$ cat src/inc/uts_pkg.sv
package uts_pkg;
	// register byte addresses
	localparam logic [7:0] ADDR_CTRL_ONE = 8'h00;
	localparam logic [7:0] ADDR_CTRL_TWO = 8'h04;
	localparam logic [7:0] ADDR_DIVISOR = 8'h08;
	localparam logic [7:0] ADDR_STATUS = 8'h0C;
	localparam logic [7:0] ADDR_TX_BUF = 8'h10;
	localparam logic [7:0] ADDR_RX_BUF = 8'h14;
	// values after reset
	localparam logic [7:0] CTRL_ONE_RST = 8'h00;
	localparam logic [7:0] CTRL_TWO_RST = 8'h00;
	localparam logic [7:0] DIVISOR_RST = 8'h00;
	// serial_control_one fields
	localparam int unsigned C1_TXE = 0;
	localparam int unsigned C1_RXE = 1;
	localparam int unsigned C1_BRG_LO = 2;
	localparam int unsigned C1_STOP_BIT_COUNT = 4;
	localparam int unsigned C1_PE = 5;
	localparam int unsigned C1_IRDA = 6;
	// serial_control_two fields
	localparam int unsigned C2_BIT_LENGTH_SEL_LO = 0;
	localparam int unsigned C2_FILT_LO = 3;
	// serial_status_reg fields
	localparam int unsigned ST_RX_BUFFER_FULL_FLAG = 0;
	localparam int unsigned ST_PARITY_ERROR_FLAG = 1;
	localparam int unsigned ST_FRAMING_ERROR_FLAG = 2;
	localparam int unsigned ST_OVERRUN_ERROR_FLAG = 3;
	localparam int unsigned ST_TX_BUFFER_FULL_FLAG = 4;
	localparam int unsigned ST_TX_BUSY_FLAG = 5;
	// bit timing in base ticks
	localparam logic [4:0] RT_SAMPLE_A = 5'h08;
	localparam logic [4:0] RT_SAMPLE_B = 5'h07;
	localparam logic [4:0] RT_SAMPLE_C = 5'h06;
	localparam logic [4:0] IRDA_PULSE_RT = 5'h03;
	localparam logic [4:0] RT_LEN_15 = 5'h0F;
	localparam logic [4:0] RT_LEN_16 = 5'h10;
	localparam logic [4:0] RT_LEN_17 = 5'h11;
	localparam logic [3:0] FRAME_BASE_LAST = 4'h9;
	// bus responses
	localparam logic [1:0] RESP_OKAY = 2'h0;
	localparam logic [1:0] RESP_SLVERR = 2'h2;

	// ticks per bit for a bit_length_sel value and bit index
	function automatic logic [4:0] uts_bit_len(input logic [2:0] sel, input logic [3:0] idx);
		logic [4:0] len;
		case (sel)
			3'h1: len = idx[0] ? RT_LEN_17 : RT_LEN_16;
			3'h2: len = RT_LEN_15;
			3'h3: len = idx[0] ? RT_LEN_16 : RT_LEN_15;
			3'h4: len = RT_LEN_17;
			default: len = RT_LEN_16;
		endcase
		return len;
	endfunction
endpackage

$ cat src/hdl/uts_tick.sv
`timescale 1ns/1ps
module uts_tick
	import uts_pkg::*;
(
	// clock and reset
	input wire logic aclk,
	input wire logic aresetn,
	// settings
	input wire logic [1:0] baud_clock_sel,
	input wire logic [7:0] baud_divisor,
	// base tick
	output logic transfer_base_tick
);
	logic [2:0] pre_r, pre_nxt;
	logic [7:0] cnt_r, cnt_nxt;
	logic tick_r, tick_nxt;
	logic src;

	// prescale then divide by divisor plus one
	always_comb
	begin
		pre_nxt = pre_r + 3'h1;
		src = (baud_clock_sel == 2'h0) || (baud_clock_sel == 2'h1 && pre_r[0])
			|| (baud_clock_sel == 2'h2 && &pre_r[1:0]) || (baud_clock_sel == 2'h3 && &pre_r);
		cnt_nxt = cnt_r;
		tick_nxt = 1'b0;
		if (src)
		begin
			if (cnt_r >= baud_divisor)
			begin
				cnt_nxt = 8'h00;
				tick_nxt = 1'b1;
			end
			else
				cnt_nxt = cnt_r + 8'h01;
		end
	end

	// registers
	always_ff @(posedge aclk)
	begin
		if (!aresetn)
		begin
			pre_r <= 3'h0;
			cnt_r <= 8'h00;
			tick_r <= 1'b0;
		end
		else
		begin
			pre_r <= pre_nxt;
			cnt_r <= cnt_nxt;
			tick_r <= tick_nxt;
		end
	end
	assign transfer_base_tick = tick_r;
endmodule // uts_tick

$ cat src/hdl/uts_rx.sv
`timescale 1ns/1ps
module uts_rx
	import uts_pkg::*;
(
	// clock and reset
	input wire logic aclk,
	input wire logic aresetn,
	// line and timing
	input wire logic serial_in_pin,
	input wire logic transfer_base_tick,
	// settings
	input wire logic receive_enable,
	input wire logic [1:0] rx_noise_filter_sel,
	input wire logic [2:0] bit_length_sel,
	input wire logic parity_enable,
	input wire logic stop_bit_count,
	// received frame
	output logic frame_done,
	output logic [7:0] frame_data,
	output logic parity_bad,
	output logic stop_bad
);
	typedef enum logic {RX_IDLE, RX_RUN} uts_rx_e;
	uts_rx_e st_r, st_nxt;
	logic filt_r, filt_nxt, prev_r, prev_nxt;
	logic [2:0] fcnt_r, fcnt_nxt, need;
	logic [4:0] rt_r, rt_nxt;
	logic [3:0] idx_r, idx_nxt, last;
	logic [1:0] samp_r, samp_nxt;
	logic [7:0] data_r, data_nxt;
	logic pbit_r, pbit_nxt, sbad_r, sbad_nxt, done_r, done_nxt, pbad_r, pbad_nxt;
	logic maj;

	// noise filter, edge search and bit sampling
	always_comb
	begin
		need = (rx_noise_filter_sel == 2'h1) ? 3'h1 : (rx_noise_filter_sel == 2'h2) ? 3'h2 : 3'h4;
		filt_nxt = filt_r;
		fcnt_nxt = fcnt_r;
		if (rx_noise_filter_sel == 2'h0)
			filt_nxt = serial_in_pin;
		else if (serial_in_pin == filt_r)
			fcnt_nxt = 3'h0;
		else if (transfer_base_tick)
		begin
			if (fcnt_r + 3'h1 >= need)
			begin
				filt_nxt = serial_in_pin;
				fcnt_nxt = 3'h0;
			end
			else
				fcnt_nxt = fcnt_r + 3'h1;
		end
		prev_nxt = filt_r;
		last = FRAME_BASE_LAST + {3'h0, parity_enable} + {3'h0, stop_bit_count};
		maj = (samp_r[1] & samp_r[0]) | (samp_r[1] & filt_r) | (samp_r[0] & filt_r);
		st_nxt = st_r;
		rt_nxt = rt_r;
		idx_nxt = idx_r;
		samp_nxt = samp_r;
		data_nxt = data_r;
		pbit_nxt = pbit_r;
		sbad_nxt = sbad_r;
		done_nxt = 1'b0;
		pbad_nxt = pbad_r;
		case (st_r)
			RX_IDLE:
			begin
				if (receive_enable && prev_r && !filt_r)
				begin
					st_nxt = RX_RUN;
					idx_nxt = 4'h0;
					rt_nxt = uts_bit_len(bit_length_sel, 4'h0) - 5'h01;
					sbad_nxt = 1'b0;
				end
			end
			RX_RUN:
			begin
				if (!receive_enable)
					st_nxt = RX_IDLE;
				else if (transfer_base_tick)
				begin
					rt_nxt = rt_r - 5'h01;
					if (rt_r == RT_SAMPLE_A || rt_r == RT_SAMPLE_B)
						samp_nxt = {samp_r[0], filt_r};
					if (rt_r == RT_SAMPLE_C)
					begin
						if (idx_r == 4'h0)
						begin
							if (maj)
								st_nxt = RX_IDLE;
						end
						else if (idx_r <= 4'h8)
							data_nxt = {maj, data_r[7:1]};
						else if (parity_enable && idx_r == 4'h9)
							pbit_nxt = maj;
						else if (!maj)
							sbad_nxt = 1'b1;
						if (idx_r == last)
						begin
							st_nxt = RX_IDLE;
							done_nxt = 1'b1;
							pbad_nxt = parity_enable && ((^data_r) != pbit_r);
							sbad_nxt = sbad_r | !maj;
						end
					end
					if (rt_r == 5'h00)
					begin
						idx_nxt = idx_r + 4'h1;
						rt_nxt = uts_bit_len(bit_length_sel, idx_r + 4'h1) - 5'h01;
					end
				end
			end
			default: st_nxt = RX_IDLE;
		endcase
	end

	// registers
	always_ff @(posedge aclk)
	begin
		if (!aresetn)
		begin
			st_r <= RX_IDLE;
			filt_r <= 1'b1;
			prev_r <= 1'b1;
			fcnt_r <= 3'h0;
			rt_r <= 5'h00;
			idx_r <= 4'h0;
			samp_r <= 2'h0;
			data_r <= 8'h00;
			pbit_r <= 1'b0;
			sbad_r <= 1'b0;
			done_r <= 1'b0;
			pbad_r <= 1'b0;
		end
		else
		begin
			st_r <= st_nxt;
			filt_r <= filt_nxt;
			prev_r <= prev_nxt;
			fcnt_r <= fcnt_nxt;
			rt_r <= rt_nxt;
			idx_r <= idx_nxt;
			samp_r <= samp_nxt;
			data_r <= data_nxt;
			pbit_r <= pbit_nxt;
			sbad_r <= sbad_nxt;
			done_r <= done_nxt;
			pbad_r <= pbad_nxt;
		end
	end
	assign frame_done = done_r;
	assign frame_data = data_r;
	assign parity_bad = pbad_r;
	assign stop_bad = sbad_r;
endmodule // uts_rx

$ cat src/hdl/uts_core.sv
// The placing of the registers and the AXI4-Lite interface to the registers were left to the implementer.
`timescale 1ns/1ps
// Operation
// filter rejects pulses under 1/2/4 ticks
// buffer write starts framed byte transmission
// frame start clears full flag, irq
// rewrite before transfer replaces pending byte
// idle pin level follows infrared select
// received byte loads buffer, full flag, irq
// frame over full buffer sets overrun
// overrun set: frames dropped, no irq
// error flags describe stored byte only
// parity mismatch sets flag and irq
// zero stop bit sets framing flag
// flags clear by status then buffer read
// data read after parity clear undefined
// busy clears when idle, sets on restart
// infrared mode emits 3/16 bit pulses
// bit length 15, 16, 17 or alternating
// base tick every divisor plus one
// start on falling edge, majority sampling
// high start sample abandons the frame
// interrupt requests are one-cycle pulses
// remote sends matching format, idle high
module uts_core
	import uts_pkg::*;
(
	// clock and reset
	input wire logic aclk,
	input wire logic aresetn,
	// axi4-lite write
	input wire logic awvalid,
	output logic awready,
	input wire logic [7:0] awaddr,
	input wire logic wvalid,
	output logic wready,
	input wire logic [31:0] wdata,
	input wire logic [3:0] wstrb,
	output logic bvalid,
	input wire logic bready,
	output logic [1:0] bresp,
	// axi4-lite read
	input wire logic arvalid,
	output logic arready,
	input wire logic [7:0] araddr,
	output logic rvalid,
	input wire logic rready,
	output logic [31:0] rdata,
	output logic [1:0] rresp,
	// serial line and power state
	input wire logic serial_in_pin,
	output logic serial_out_pin,
	input wire logic power_stop,
	// interrupt requests
	output logic tx_irq,
	output logic rx_irq
);
	typedef enum logic {TX_IDLE, TX_SHIFT} uts_tx_e;
	logic aw_r, aw_nxt, w_r, w_nxt, bv_r, bv_nxt, rv_r, rv_nxt;
	logic [7:0] awa_r, awa_nxt, wd_r, wd_nxt;
	logic ws_r, ws_nxt;
	logic [1:0] br_r, br_nxt, rr_r, rr_nxt;
	logic [31:0] rd_r, rd_nxt;
	logic [7:0] c1_r, c1_nxt, c2_r, c2_nxt, div_r, div_nxt, txb_r, txb_nxt, rxb_r, rxb_nxt;
	logic tx_buffer_full_flag_r, tx_buffer_full_flag_nxt, tx_busy_flag_r, tx_busy_flag_nxt;
	logic rx_buffer_full_flag_r, rx_buffer_full_flag_nxt, parity_error_flag_r, parity_error_flag_nxt, framing_error_flag_r, framing_error_flag_nxt, overrun_error_flag_r, overrun_error_flag_nxt;
	logic [3:0] snap_r, snap_nxt;
	logic txi_r, txi_nxt, rxi_r, rxi_nxt;
	uts_tx_e tst_r, tst_nxt;
	logic [11:0] shf_r, shf_nxt;
	logic [3:0] idx_r, idx_nxt, tlast;
	logic [4:0] el_r, el_nxt, tlen;
	logic out_r, out_nxt;
	logic do_wr, wr_txbuf, rd_hs, rd_rxbuf, tx_start, frame_end, tx_on, bitv;
	logic rx_buffer_full_flag_eff, overrun_error_flag_eff;
	logic tick, rx_done, rx_pbad, rx_sbad;
	logic [7:0] rx_data;
	logic [5:0] status;

	// base tick generator
	uts_tick u_tick (
		.aclk(aclk),
		.aresetn(aresetn),
		.baud_clock_sel(c1_r[C1_BRG_LO +: 2]),
		.baud_divisor(div_r),
		.transfer_base_tick(tick)
	);

	// receiver
	uts_rx u_rx (
		.aclk(aclk),
		.aresetn(aresetn),
		.serial_in_pin(serial_in_pin),
		.transfer_base_tick(tick),
		.receive_enable(c1_r[C1_RXE]),
		.rx_noise_filter_sel(c2_r[C2_FILT_LO +: 2]),
		.bit_length_sel(c2_r[C2_BIT_LENGTH_SEL_LO +: 3]),
		.parity_enable(c1_r[C1_PE]),
		.stop_bit_count(c1_r[C1_STOP_BIT_COUNT]),
		.frame_done(rx_done),
		.frame_data(rx_data),
		.parity_bad(rx_pbad),
		.stop_bad(rx_sbad)
	);

	// bus handshakes and strobes
	assign awready = !aw_r;
	assign wready = !w_r;
	assign arready = !rv_r;
	assign do_wr = aw_r && w_r && !bv_r;
	assign wr_txbuf = do_wr && ws_r && awa_r == ADDR_TX_BUF;
	assign rd_hs = arvalid && !rv_r;
	assign rd_rxbuf = rd_hs && araddr == ADDR_RX_BUF;
	assign status = {tx_busy_flag_r, tx_buffer_full_flag_r, overrun_error_flag_r, framing_error_flag_r, parity_error_flag_r, rx_buffer_full_flag_r};
	// transmitter timing terms
	assign tx_on = c1_r[C1_TXE] && !power_stop;
	assign tlen = uts_bit_len(c2_r[C2_BIT_LENGTH_SEL_LO +: 3], idx_r);
	assign tlast = FRAME_BASE_LAST + {3'h0, c1_r[C1_PE]} + {3'h0, c1_r[C1_STOP_BIT_COUNT]};
	assign frame_end = tst_r == TX_SHIFT && tick && el_r == tlen - 5'h01 && idx_r == tlast;
	assign tx_start = tx_buffer_full_flag_r && tx_on && (tst_r == TX_IDLE || frame_end);

	// axi slave, registers and flags
	always_comb
	begin
		aw_nxt = aw_r | awvalid;
		awa_nxt = aw_r ? awa_r : awaddr;
		w_nxt = w_r | wvalid;
		wd_nxt = w_r ? wd_r : wdata[7:0];
		ws_nxt = w_r ? ws_r : wstrb[0];
		bv_nxt = bv_r && !bready;
		br_nxt = br_r;
		rv_nxt = rv_r && !rready;
		rd_nxt = rd_r;
		rr_nxt = rr_r;
		c1_nxt = c1_r;
		c2_nxt = c2_r;
		div_nxt = div_r;
		txb_nxt = txb_r;
		tx_buffer_full_flag_nxt = tx_buffer_full_flag_r;
		rxb_nxt = rxb_r;
		rx_buffer_full_flag_nxt = rx_buffer_full_flag_r;
		parity_error_flag_nxt = parity_error_flag_r;
		framing_error_flag_nxt = framing_error_flag_r;
		overrun_error_flag_nxt = overrun_error_flag_r;
		snap_nxt = snap_r;
		rxi_nxt = 1'b0;
		if (tx_start)
			tx_buffer_full_flag_nxt = 1'b0;
		if (do_wr)
		begin
			aw_nxt = 1'b0;
			w_nxt = 1'b0;
			bv_nxt = 1'b1;
			br_nxt = RESP_OKAY;
			if (awa_r == ADDR_CTRL_ONE)
				c1_nxt = ws_r ? wd_r : c1_r;
			else if (awa_r == ADDR_CTRL_TWO)
				c2_nxt = ws_r ? wd_r : c2_r;
			else if (awa_r == ADDR_DIVISOR)
				div_nxt = ws_r ? wd_r : div_r;
			else if (awa_r == ADDR_TX_BUF)
			begin
				if (ws_r)
				begin
					txb_nxt = wd_r;
					tx_buffer_full_flag_nxt = 1'b1;
				end
			end
			else if (awa_r != ADDR_STATUS && awa_r != ADDR_RX_BUF)
				br_nxt = RESP_SLVERR;
		end
		if (rd_hs)
		begin
			rv_nxt = 1'b1;
			rr_nxt = RESP_OKAY;
			rd_nxt = 32'h0000_0000;
			if (araddr == ADDR_CTRL_ONE)
				rd_nxt[7:0] = c1_r;
			else if (araddr == ADDR_CTRL_TWO)
				rd_nxt[7:0] = c2_r;
			else if (araddr == ADDR_DIVISOR)
				rd_nxt[7:0] = div_r;
			else if (araddr == ADDR_STATUS)
			begin
				rd_nxt[5:0] = status;
				snap_nxt = status[3:0];
			end
			else if (araddr == ADDR_RX_BUF)
			begin
				rd_nxt[7:0] = rxb_r;
				rx_buffer_full_flag_nxt = rx_buffer_full_flag_r && !snap_r[ST_RX_BUFFER_FULL_FLAG];
				parity_error_flag_nxt = parity_error_flag_r && !snap_r[ST_PARITY_ERROR_FLAG];
				framing_error_flag_nxt = framing_error_flag_r && !snap_r[ST_FRAMING_ERROR_FLAG];
				overrun_error_flag_nxt = overrun_error_flag_r && !snap_r[ST_OVERRUN_ERROR_FLAG];
				snap_nxt = 4'h0;
			end
			else if (araddr != ADDR_TX_BUF)
				rr_nxt = RESP_SLVERR;
		end
		// a finished frame is judged after any clear in this cycle
		rx_buffer_full_flag_eff = rx_buffer_full_flag_nxt;
		overrun_error_flag_eff = overrun_error_flag_nxt;
		if (rx_done)
		begin
			if (overrun_error_flag_eff)
				rxi_nxt = 1'b0;
			else if (rx_buffer_full_flag_eff)
			begin
				overrun_error_flag_nxt = 1'b1;
				rxi_nxt = 1'b1;
			end
			else
			begin
				rxb_nxt = rx_data;
				rx_buffer_full_flag_nxt = 1'b1;
				parity_error_flag_nxt = parity_error_flag_nxt | rx_pbad;
				framing_error_flag_nxt = framing_error_flag_nxt | rx_sbad;
				rxi_nxt = 1'b1;
			end
		end
	end

	// transmit shifter and pin
	always_comb
	begin
		tst_nxt = tst_r;
		shf_nxt = shf_r;
		idx_nxt = idx_r;
		el_nxt = el_r;
		tx_busy_flag_nxt = tx_busy_flag_r;
		txi_nxt = tx_start;
		if (!tx_on)
		begin
			tst_nxt = TX_IDLE;
			tx_busy_flag_nxt = 1'b0;
		end
		else if (tx_start)
		begin
			tst_nxt = TX_SHIFT;
			shf_nxt = c1_r[C1_PE] ? {2'h3, ^txb_r, txb_r, 1'b0} : {3'h7, txb_r, 1'b0};
			idx_nxt = 4'h0;
			el_nxt = 5'h00;
			tx_busy_flag_nxt = 1'b1;
		end
		else if (frame_end)
		begin
			tst_nxt = TX_IDLE;
			tx_busy_flag_nxt = 1'b0;
		end
		else if (tst_r == TX_SHIFT && tick)
		begin
			if (el_r == tlen - 5'h01)
			begin
				idx_nxt = idx_r + 4'h1;
				el_nxt = 5'h00;
			end
			else
				el_nxt = el_r + 5'h01;
		end
		bitv = (tst_r == TX_SHIFT) ? shf_r[idx_r] : 1'b1;
		if (!tx_on || tst_r == TX_IDLE)
			out_nxt = !c1_r[C1_IRDA];
		else if (c1_r[C1_IRDA])
			out_nxt = !bitv && el_r < IRDA_PULSE_RT;
		else
			out_nxt = bitv;
	end

	// registers
	always_ff @(posedge aclk)
	begin
		if (!aresetn)
		begin
			aw_r <= 1'b0;
			awa_r <= 8'h00;
			w_r <= 1'b0;
			wd_r <= 8'h00;
			ws_r <= 1'b0;
			bv_r <= 1'b0;
			br_r <= RESP_OKAY;
			rv_r <= 1'b0;
			rd_r <= 32'h0000_0000;
			rr_r <= RESP_OKAY;
			c1_r <= CTRL_ONE_RST;
			c2_r <= CTRL_TWO_RST;
			div_r <= DIVISOR_RST;
			txb_r <= 8'h00;
			tx_buffer_full_flag_r <= 1'b0;
			tx_busy_flag_r <= 1'b0;
			rxb_r <= 8'h00;
			rx_buffer_full_flag_r <= 1'b0;
			parity_error_flag_r <= 1'b0;
			framing_error_flag_r <= 1'b0;
			overrun_error_flag_r <= 1'b0;
			snap_r <= 4'h0;
			txi_r <= 1'b0;
			rxi_r <= 1'b0;
			tst_r <= TX_IDLE;
			shf_r <= 12'hFFF;
			idx_r <= 4'h0;
			el_r <= 5'h00;
			out_r <= 1'b1;
		end
		else
		begin
			aw_r <= aw_nxt;
			awa_r <= awa_nxt;
			w_r <= w_nxt;
			wd_r <= wd_nxt;
			ws_r <= ws_nxt;
			bv_r <= bv_nxt;
			br_r <= br_nxt;
			rv_r <= rv_nxt;
			rd_r <= rd_nxt;
			rr_r <= rr_nxt;
			c1_r <= c1_nxt;
			c2_r <= c2_nxt;
			div_r <= div_nxt;
			txb_r <= txb_nxt;
			tx_buffer_full_flag_r <= tx_buffer_full_flag_nxt;
			tx_busy_flag_r <= tx_busy_flag_nxt;
			rxb_r <= rxb_nxt;
			rx_buffer_full_flag_r <= rx_buffer_full_flag_nxt;
			parity_error_flag_r <= parity_error_flag_nxt;
			framing_error_flag_r <= framing_error_flag_nxt;
			overrun_error_flag_r <= overrun_error_flag_nxt;
			snap_r <= snap_nxt;
			txi_r <= txi_nxt;
			rxi_r <= rxi_nxt;
			tst_r <= tst_nxt;
			shf_r <= shf_nxt;
			idx_r <= idx_nxt;
			el_r <= el_nxt;
			out_r <= out_nxt;
		end
	end

	// outputs
	assign bvalid = bv_r;
	assign bresp = br_r;
	assign rvalid = rv_r;
	assign rdata = rd_r;
	assign rresp = rr_r;
	assign serial_out_pin = out_r;
	assign tx_irq = txi_r;
	assign rx_irq = rxi_r;
endmodule // uts_core

$ cat config.mk
export PLATFORM = sky130hd
export DESIGN_NAME = uts_core
export DESIGN_NICKNAME = d
export VERILOG_FILES = /design/src/inc/uts_pkg.sv /design/src/hdl/uts_tick.sv /design/src/hdl/uts_rx.sv /design/src/hdl/uts_core.sv
export SDC_FILE = /design/constraint.sdc
export NUM_CORES = 1
export LEC_CHECK = 0
export BUFFER_PORTS_ARGS = -buffer_cell sky130_fd_sc_hd__buf_2
export CAP_MARGIN = 20
export CORE_ASPECT_RATIO = 1.2
export CORE_MARGIN = 2
export CORE_UTILIZATION = 59
export DETAILED_ROUTE_END_ITERATION = 10
export GPL_ROUTABILITY_DRIVEN = 0
export PLACE_DENSITY = 0.88
export SLEW_MARGIN = 10
export SYNTH_ARGS = -nofsm -noshare
export SYNTH_HDL_FRONTEND = slang
export SYNTH_SLANG_ARGS = --single-unit
$ cat constraint.sdc
create_clock -name aclk -period 7.54 [get_ports aclk]
set_input_delay 0.377 -clock aclk [delete_from_list [all_inputs] [get_ports aclk]]
set_output_delay 0.377 -clock aclk [all_outputs]
set_load 0.005 [all_outputs]
---- Word-level counts from Yosys, hierarchy flattened ----
Index checks and enable logic that the tools add are counted.
operators by class
  add/subtract/negate cells ............... 12
  order comparisons ....................... 5
  equal/unequal tests ..................... 39
  multiplexer cells ....................... 133
  bitwise logic cells ..................... 24
  reductions and logical operators ........ 87
operators with widths
  cell                                                    count
  two-way mux 5 bit                                       16
  two-way mux 1 bit                                       75
  two-way mux 4 bit                                       10
  two-way mux 8 bit                                       5
  one-hot mux 5 bit (4 select lines)                      2
  equality test 8 x 4 -> 1 bit (second input constant)    3
  logical AND 1 bit                                       24
  two-way mux 2 bit                                       12
  one-hot mux 5 bit (2 select lines)                      2
  AND reduction 5 bit                                     4
  subtractor 5 x 1 -> 5 bit (second input constant)       4
  AND reduction 3 bit                                     6
  equality test 8 x 3 -> 1 bit (second input constant)    2
  equality test 8 x 5 -> 1 bit (second input constant)    2
  logical NOT 1 bit                                       16
  logical NOT 8 bit                                       2
  inequality test 8 x 5 -> 1 bit (second input constant)  2
  AND reduction 4 bit                                     4
  parity 8 bit                                            2
  two-way mux 3 bit                                       5
  inverter 1 bit                                          14
  nonzero test 2 bit                                      7
  inequality test 3 bit (second input constant)           4
  AND reduction 2 bit                                     6
  41 further kinds                                        71
storage, ports and cells
  bits in registers ....................... 148
  bits of input ports ..................... 61
  output and inout port bits .............. 44
  word-level logic and storage cells ...... 343

---- Logic depth before layout (Yosys ltp) ----
  word-level depth ........................ 15
  gate-level depth with buffers ........... 12
  depth with buffers taken out ............ 11

---- Cells and area by module ----
From an unflattened synthesis, not the netlist that was laid out.
unflattened totals
  cells, all modules ...................... 804
  area total of the unflattened synthesis .. 7576.0 µm²
modules (own cells, without submodules)
  module    instances  cells each  area each (µm²)  sequential area each (µm²)
  uts_core  1          521         4968.5           2062.0
  uts_rx    1          206         1854.3           580.6
  uts_tick  1          77          753.2            240.2

---- Worst setup path before layout ----
Ideal clock, no wire load.
  path type ............................... register to register
  start ................................... register c2_r[1]
  end ..................................... register shf_r[1]
  library setup time ...................... 117 ps
  data arrival time ....................... 2571 ps
  required time ........................... 7423 ps
  slack ................................... 4852 ps
  stages on the path, launching flop included .. 13
  path buffers ............................ 2
  clock period less this slack ............ 2688 ps
  path through ............................ dfxtp_1 > buf_2 > nand2b_1 > o221ai_2 > inv_1 > ha_1 > xnor2_1 > nor3_1 > nand3b_1 > o31a_1 > or3_1 > buf_2 > o22a_1
on the way
  longest elaborated chain between the ends .. 9
  elaborated cells between the ends (all ways) .. 12
  those cells by class .................... add/sub: 1; eq/ne: 5; mux: 1; reduce/logical: 5
RTL lines
  element                                      line             source
  from (decl)                                  uts_core.sv:64   logic [7:0] c1_r, c1_nxt, c2_r, c2_nxt, div_r, div_nxt, txb_r, txb_nxt, rxb_r, rxb_nxt;
  from (signal assigned)                       uts_core.sv:317  c2_r <= c2_nxt;
  equality test 3 bit (tied with other cells)  uts_pkg.sv:46    case (sel)
  one-hot mux 5 bit (4 select lines) *         uts_pkg.sv:46
  subtractor 5 x 1 -> 5 bit *                  uts_core.sv:119  assign frame_end = tst_r == TX_SHIFT && tick && el_r == tlen - 5'h01 && idx_r == tlast;
  equality test 5 bit *                        uts_core.sv:119
  logical AND 1 bit * (2 in series)            uts_core.sv:119
  logical OR 1 bit *                           uts_core.sv:120  assign tx_start = tx_buffer_full_flag_r && tx_on && (tst_r == TX_IDLE || frame_end);
  logical AND 1 bit *                          uts_core.sv:120
  AND reduction 2 bit (no line) *              -
  to (signal assigned)                         uts_core.sv:331  shf_r <= shf_nxt;
  to (decl)                                    uts_core.sv:70   logic [11:0] shf_r, shf_nxt;
Every way passes the cells marked *; elsewhere a longest branch is shown, timed or not.
A chain may end at the register's enable or synchronous reset.

---- Worst setup path after layout ----
  start ................................... register idx_r[0]
  end ..................................... register idx_r[1]
on the way
  longest elaborated chain between the ends .. 10
  elaborated cells between the ends (all ways) .. 19
  those cells by class .................... add/sub: 2; eq/ne: 3; mux: 7; reduce/logical: 7
RTL lines
  element                                                                line                              source
  from (decl)                                                            uts_core.sv:71                    logic [3:0] idx_r, idx_nxt, tlast;
  from (signal assigned)                                                 uts_core.sv:332                   idx_r <= idx_nxt;
  two-way mux 5 bit or two-way mux 1 bit (tied branches)                 uts_pkg.sv:49, uts_pkg.sv:47
  one-hot mux 5 bit (4 select lines)                                     uts_pkg.sv:46
  subtractor 5 x 1 -> 5 bit                                              uts_core.sv:119, uts_core.sv:252
  equality test 5 bit                                                    uts_core.sv:119, uts_core.sv:252
  logical AND 1 bit (2 in series)                                        uts_core.sv:119
  logical OR 1 bit                                                       uts_core.sv:120
  logical AND 1 bit                                                      uts_core.sv:120
  inequality test 2 bit (no line) or nonzero test 2 bit (tied branches)  -
  AND reduction 4 bit (no line)                                          -
Several ways; a longest one is shown, not always the timed one. The select of a mux whose other input is x is not followed.

==> summary.md <==
| Metric | Value |
|---|---|
| Rows | `43` |
| Most frequent cells in the layout | `dfxtp_1 (144), nor2_1 (123), mux2i_1 (78)` |
| Root Buffer | `clkbuf_16` |
| Fin Hold WS | `136 ps` |
| Post-CTS Resized | `0` |
| Cts hold-fix bufs | `0` |
| Post-layout util | `67.6%` |
| Synth Area in XOR/XNOR | `4.36%` |
| RSZ-0062 raised after global routing | `no` |
| Synth Cell Area | `0.00704 mm²` |
| Ranking of synthesized cells by area | `dfxtp_1 (41%), mux2i_1 (11%), nor2_1 (6.6%)` |
| Layout Cells excl Fill | `1002` |
| Slew headroom | `35.6%` |
| Library cells used by synthesis | `64` |
| Seq/Total Area, Yosys | `41.0%` |
| Critical Path AT | `3720 ps` |
| Hold depth | `2` |
| Fin nets | `~920` |
| DR vias | `5735` |
| Reg2reg path depth | `11` |
| Post-DRT Antenna Nets | `0` |
| Switching power of the nets | `0.369 mW` |
| Antenna violations before repair | `0` |
| Ys flop type | `dfxtp_1` |
| Clock power frac | `48.7%` |
| Crit share post-route | `45.1%` |
| CP Data Required Time | `roughly 7900 ps` |
| Reg-to-Reg End | `idx_r[1]` |
| Via/cell ratio | `5.72` |
| Post-route design area | `0.00786 mm²` |
| Clock latency on the worst-skew pair | `420 ps` |
| P_int | `1.31 mW` |
| Crit-path max FO | `13` |
| Initial Utilization | `60.5%` |
| Worst slew pin tran | `957 ps` |
| CTS tree | `yes` |
| Drt wl/cell | `15.8 µm` |
| Post-Synth Simple-Gate Area | `18.5%` |
| Die Y | `124 µm` |
| Worst Skew | `just under 6 ps` |
| Via count of the first global-routing pass | `5551` |
| Switch share | `between 20% and 30%` |
| TritonCTS Buffers | `17` |
| Final count of negative-setup-slack endpoints | `0` |
| Worst hold path class | `in2reg` |
| RR Startpoint | `idx_r[0]` |
| Routed wire length | `roughly 16000 µm` |
| Synth Register Bits | `~140` |
| CTS Sinks | `144` |
| Avg Cell Area, Syn | `8.86 µm²` |
| Detail Placement HPWL | `10900 µm` |
| Synth Area in Compound Gates | `between 10% and 20%` |
| Most common cell after layout, fill and taps aside | `dfxtp_1` |
| Worst setup EP type | `flop` |
| Power density cells | `214 mW/mm²` |
| Top cell type's share of synthesized area | `41.0%` |
| Post-synthesis adder-cell area fraction | `4.94%` |
| Layout area overhead | `11.7%` |
| Peak supply drop | `0.104 mV` |
| GRT overflow | `0` |
| Setup TNS | `0 ps` |
| Area leader, netlist | `dfxtp_1` |
| Initial detailed-routing violation count | `415` |
| Logic pwr share | `4.2%` |
| First-pass GRT wire length | `26500 µm` |
| P_leak | `3.36 nW` |
| # Post-CTS Setup Buffers | `0` |
| Count of maximum capacitance violations | `0` |
| Full die area | `0.0128 mm²` |
| Global router's overall resource usage | `26.0%` |
| Htree depth | `4` |
| Pre-antenna DRT Iters | `5` |
| Seq pwr share | `between 40% and 50%` |
| Ys async rst share | `0%` |
| Final Critical Period | `3400 ps` |
| Drc violations | `0` |
| Core area | `between 0.01 and 0.015 mm²` |
| Outcome | `complete, no violations` |
| Worst hold start | `rready` |
| # placed instances | `971` |
| Reg2reg setup slack | `between 4000 and 5000 ps` |
| Main combinational cell family by area after synthesis | `simple AND/OR/NAND/NOR gates` |
| Clock transition at the registers of the reported paths | `60 ps` |
| IO buf count | `51` |
| Worst Setup Start Kind | `flop` |
| Mux share of post-synthesis cell area | `11.9%` |
| # IOs | `105` |
| Yosys warns | `0` |
| Final Max Tran Viols | `0` |
| Final Hold Vio Count | `0` |
| Cell count after synthesis | `between 700 and 800` |
| Max Buffers Root-to-Sink | `2` |
| Max Clk Rate | `between 200 and 300 MHz` |
| WS Path Type | `reg2reg` |
| WHS Endpoint | `rvalid` |
| Layout cell share with drive strength beyond 1 | `11.5%` |
| Post-synth EDFFs | `0` |
| Post-DP Area | `0.00728 mm²` |
| Largest net degree at the start of global routing | `66` |
| Die Wd | `104 µm` |
| Ant. Diodes | `0` |
-- sequential cells by signal (all words and copies together) (netlist names), 2 cells and up --
name             count
wd_r                 8
rxb_r                8
div_r                8
snap_r               4
u_rx.idx_r           4
rdata                8
u_rx.rt_r            5
u_rx.samp_r          2
shf_r               10
el_r                 5
u_rx.frame_data      8
txb_r                8
c2_r                 8
c1_r                 8
awa_r                8
u_tick.cnt_r         8
u_rx.fcnt_r          3
u_tick.pre_r         3
idx_r                4
-- logic make-up (layout without fill, tap and decap cells) --
group,after synthesis,in the layout
AO/OA/AOI/OAI,136,136
XOR/XNOR,35,35
adder cells (fa/ha/maj),28,28
buffers and inverters,91,117
flip-flops,144,144
multiplexers,81,81
other,1,26
AND/OR/NAND/NOR,278,278
-- synth_stat cells, types with 4 or more instances --
cell,n
or3_1,5
xor2_1,17
o22a_1,8
nand2_1,50
nand4_1,4
clkbuf_1,26
buf_4,26
o21ai_0,24
buf_2,5
ha_1,27
nor2b_1,6
a21o_1,7
and3_1,4
nand2b_1,11
o211ai_1,5
nand3_1,25
nor3_1,17
and2_1,6
o31ai_1,4
xnor2_1,18
inv_1,31
mux2i_1,78
nor4_1,5
a31oi_1,6
nand4b_1,4
a21oi_1,36
dfxtp_1,144
nor2_1,123
a22oi_1,6
a211oi_1,7
-- cell type report --
| class | instances | area [µm²] |
|---|---|---|
| Multi-Input combinational cell | 584 | 3800 |
| Clock inverter | 9 | 109 |
| Inverter | 32 | 120 |
| Timing Repair Buffer | 54 | 278 |
| Tap cell | 157 | 196 |
| Fill cell | 881 | 3760 |
| Clock buffer | 22 | 474 |
| Sequential cell | 144 | 2880 |
-- power groups by stage --
| stage | Combinational (mW) | Clock [mW] | Sequential, mW |
|---|---|---|---|
| 2_1_floorplan | 0.0584 | 0 | 0.800 |
| 3_3_place_gp | 0.0677 | 0 | 0.808 |
| 3_5_place_dp | 0.0692 | 0 | 0.808 |
| 4_1_cts | 0.0701 | 0.826 | 0.792 |
| 5_1_grt | 0.0793 | 0.859 | 0.794 |
| 6_report | 0.0706 | 0.820 | 0.792 |
-- worst max path at each step --
stage | endpoint | depth (start not counted) | slack, ps | startpoint
2_1_floorplan | shf_r[1] | 12 | 4850 | c2_r[1]
3_3_place_gp | idx_r[1] | 11 | 4230 | idx_r[0]
3_5_place_dp | idx_r[1] | 11 | 4220 | idx_r[0]
4_1_cts | idx_r[1] | 11 | 4170 | idx_r[0]
5_1_grt | idx_r[1] | 11 | 3880 | idx_r[0]
6_report | idx_r[1] | 11 | 4140 | idx_r[0]
-- per-stage QoR --
| stage | worst slack (ps) | power [mW] |
|---|---|---|
| floorplan | 4850 | 0.858 |
| global placement | 4230 | 0.875 |
| detailed placement | 4220 | 0.877 |
| CTS | 4170 | 1.69 |
| global route | 3880 | 1.73 |
| finish | 4140 | 1.68 |
-- layer usage --
metal	vias to the layer above	share of wire [%]	global-route usage (%)
met5	-	0	0
met4	0	3.2	12.2
met3	46	5.4	5.18
met2	194	50	47.2
met1	2697	42	29.8
li1	2798	-	-
-- worst max-delay path, cell delays in order, from the launching register on --
cell and delay [ps]:
dfxtp_1 650, nand4bb_1 180, o221ai_2 130, inv_1 70, ha_1 320, xnor2_1 140
nor3_1 200, nand3b_1 170, o31a_1 350, o21ai_1 740, nor3_1 110, a31o_2 250
Power figures use the tool's default switching activity.
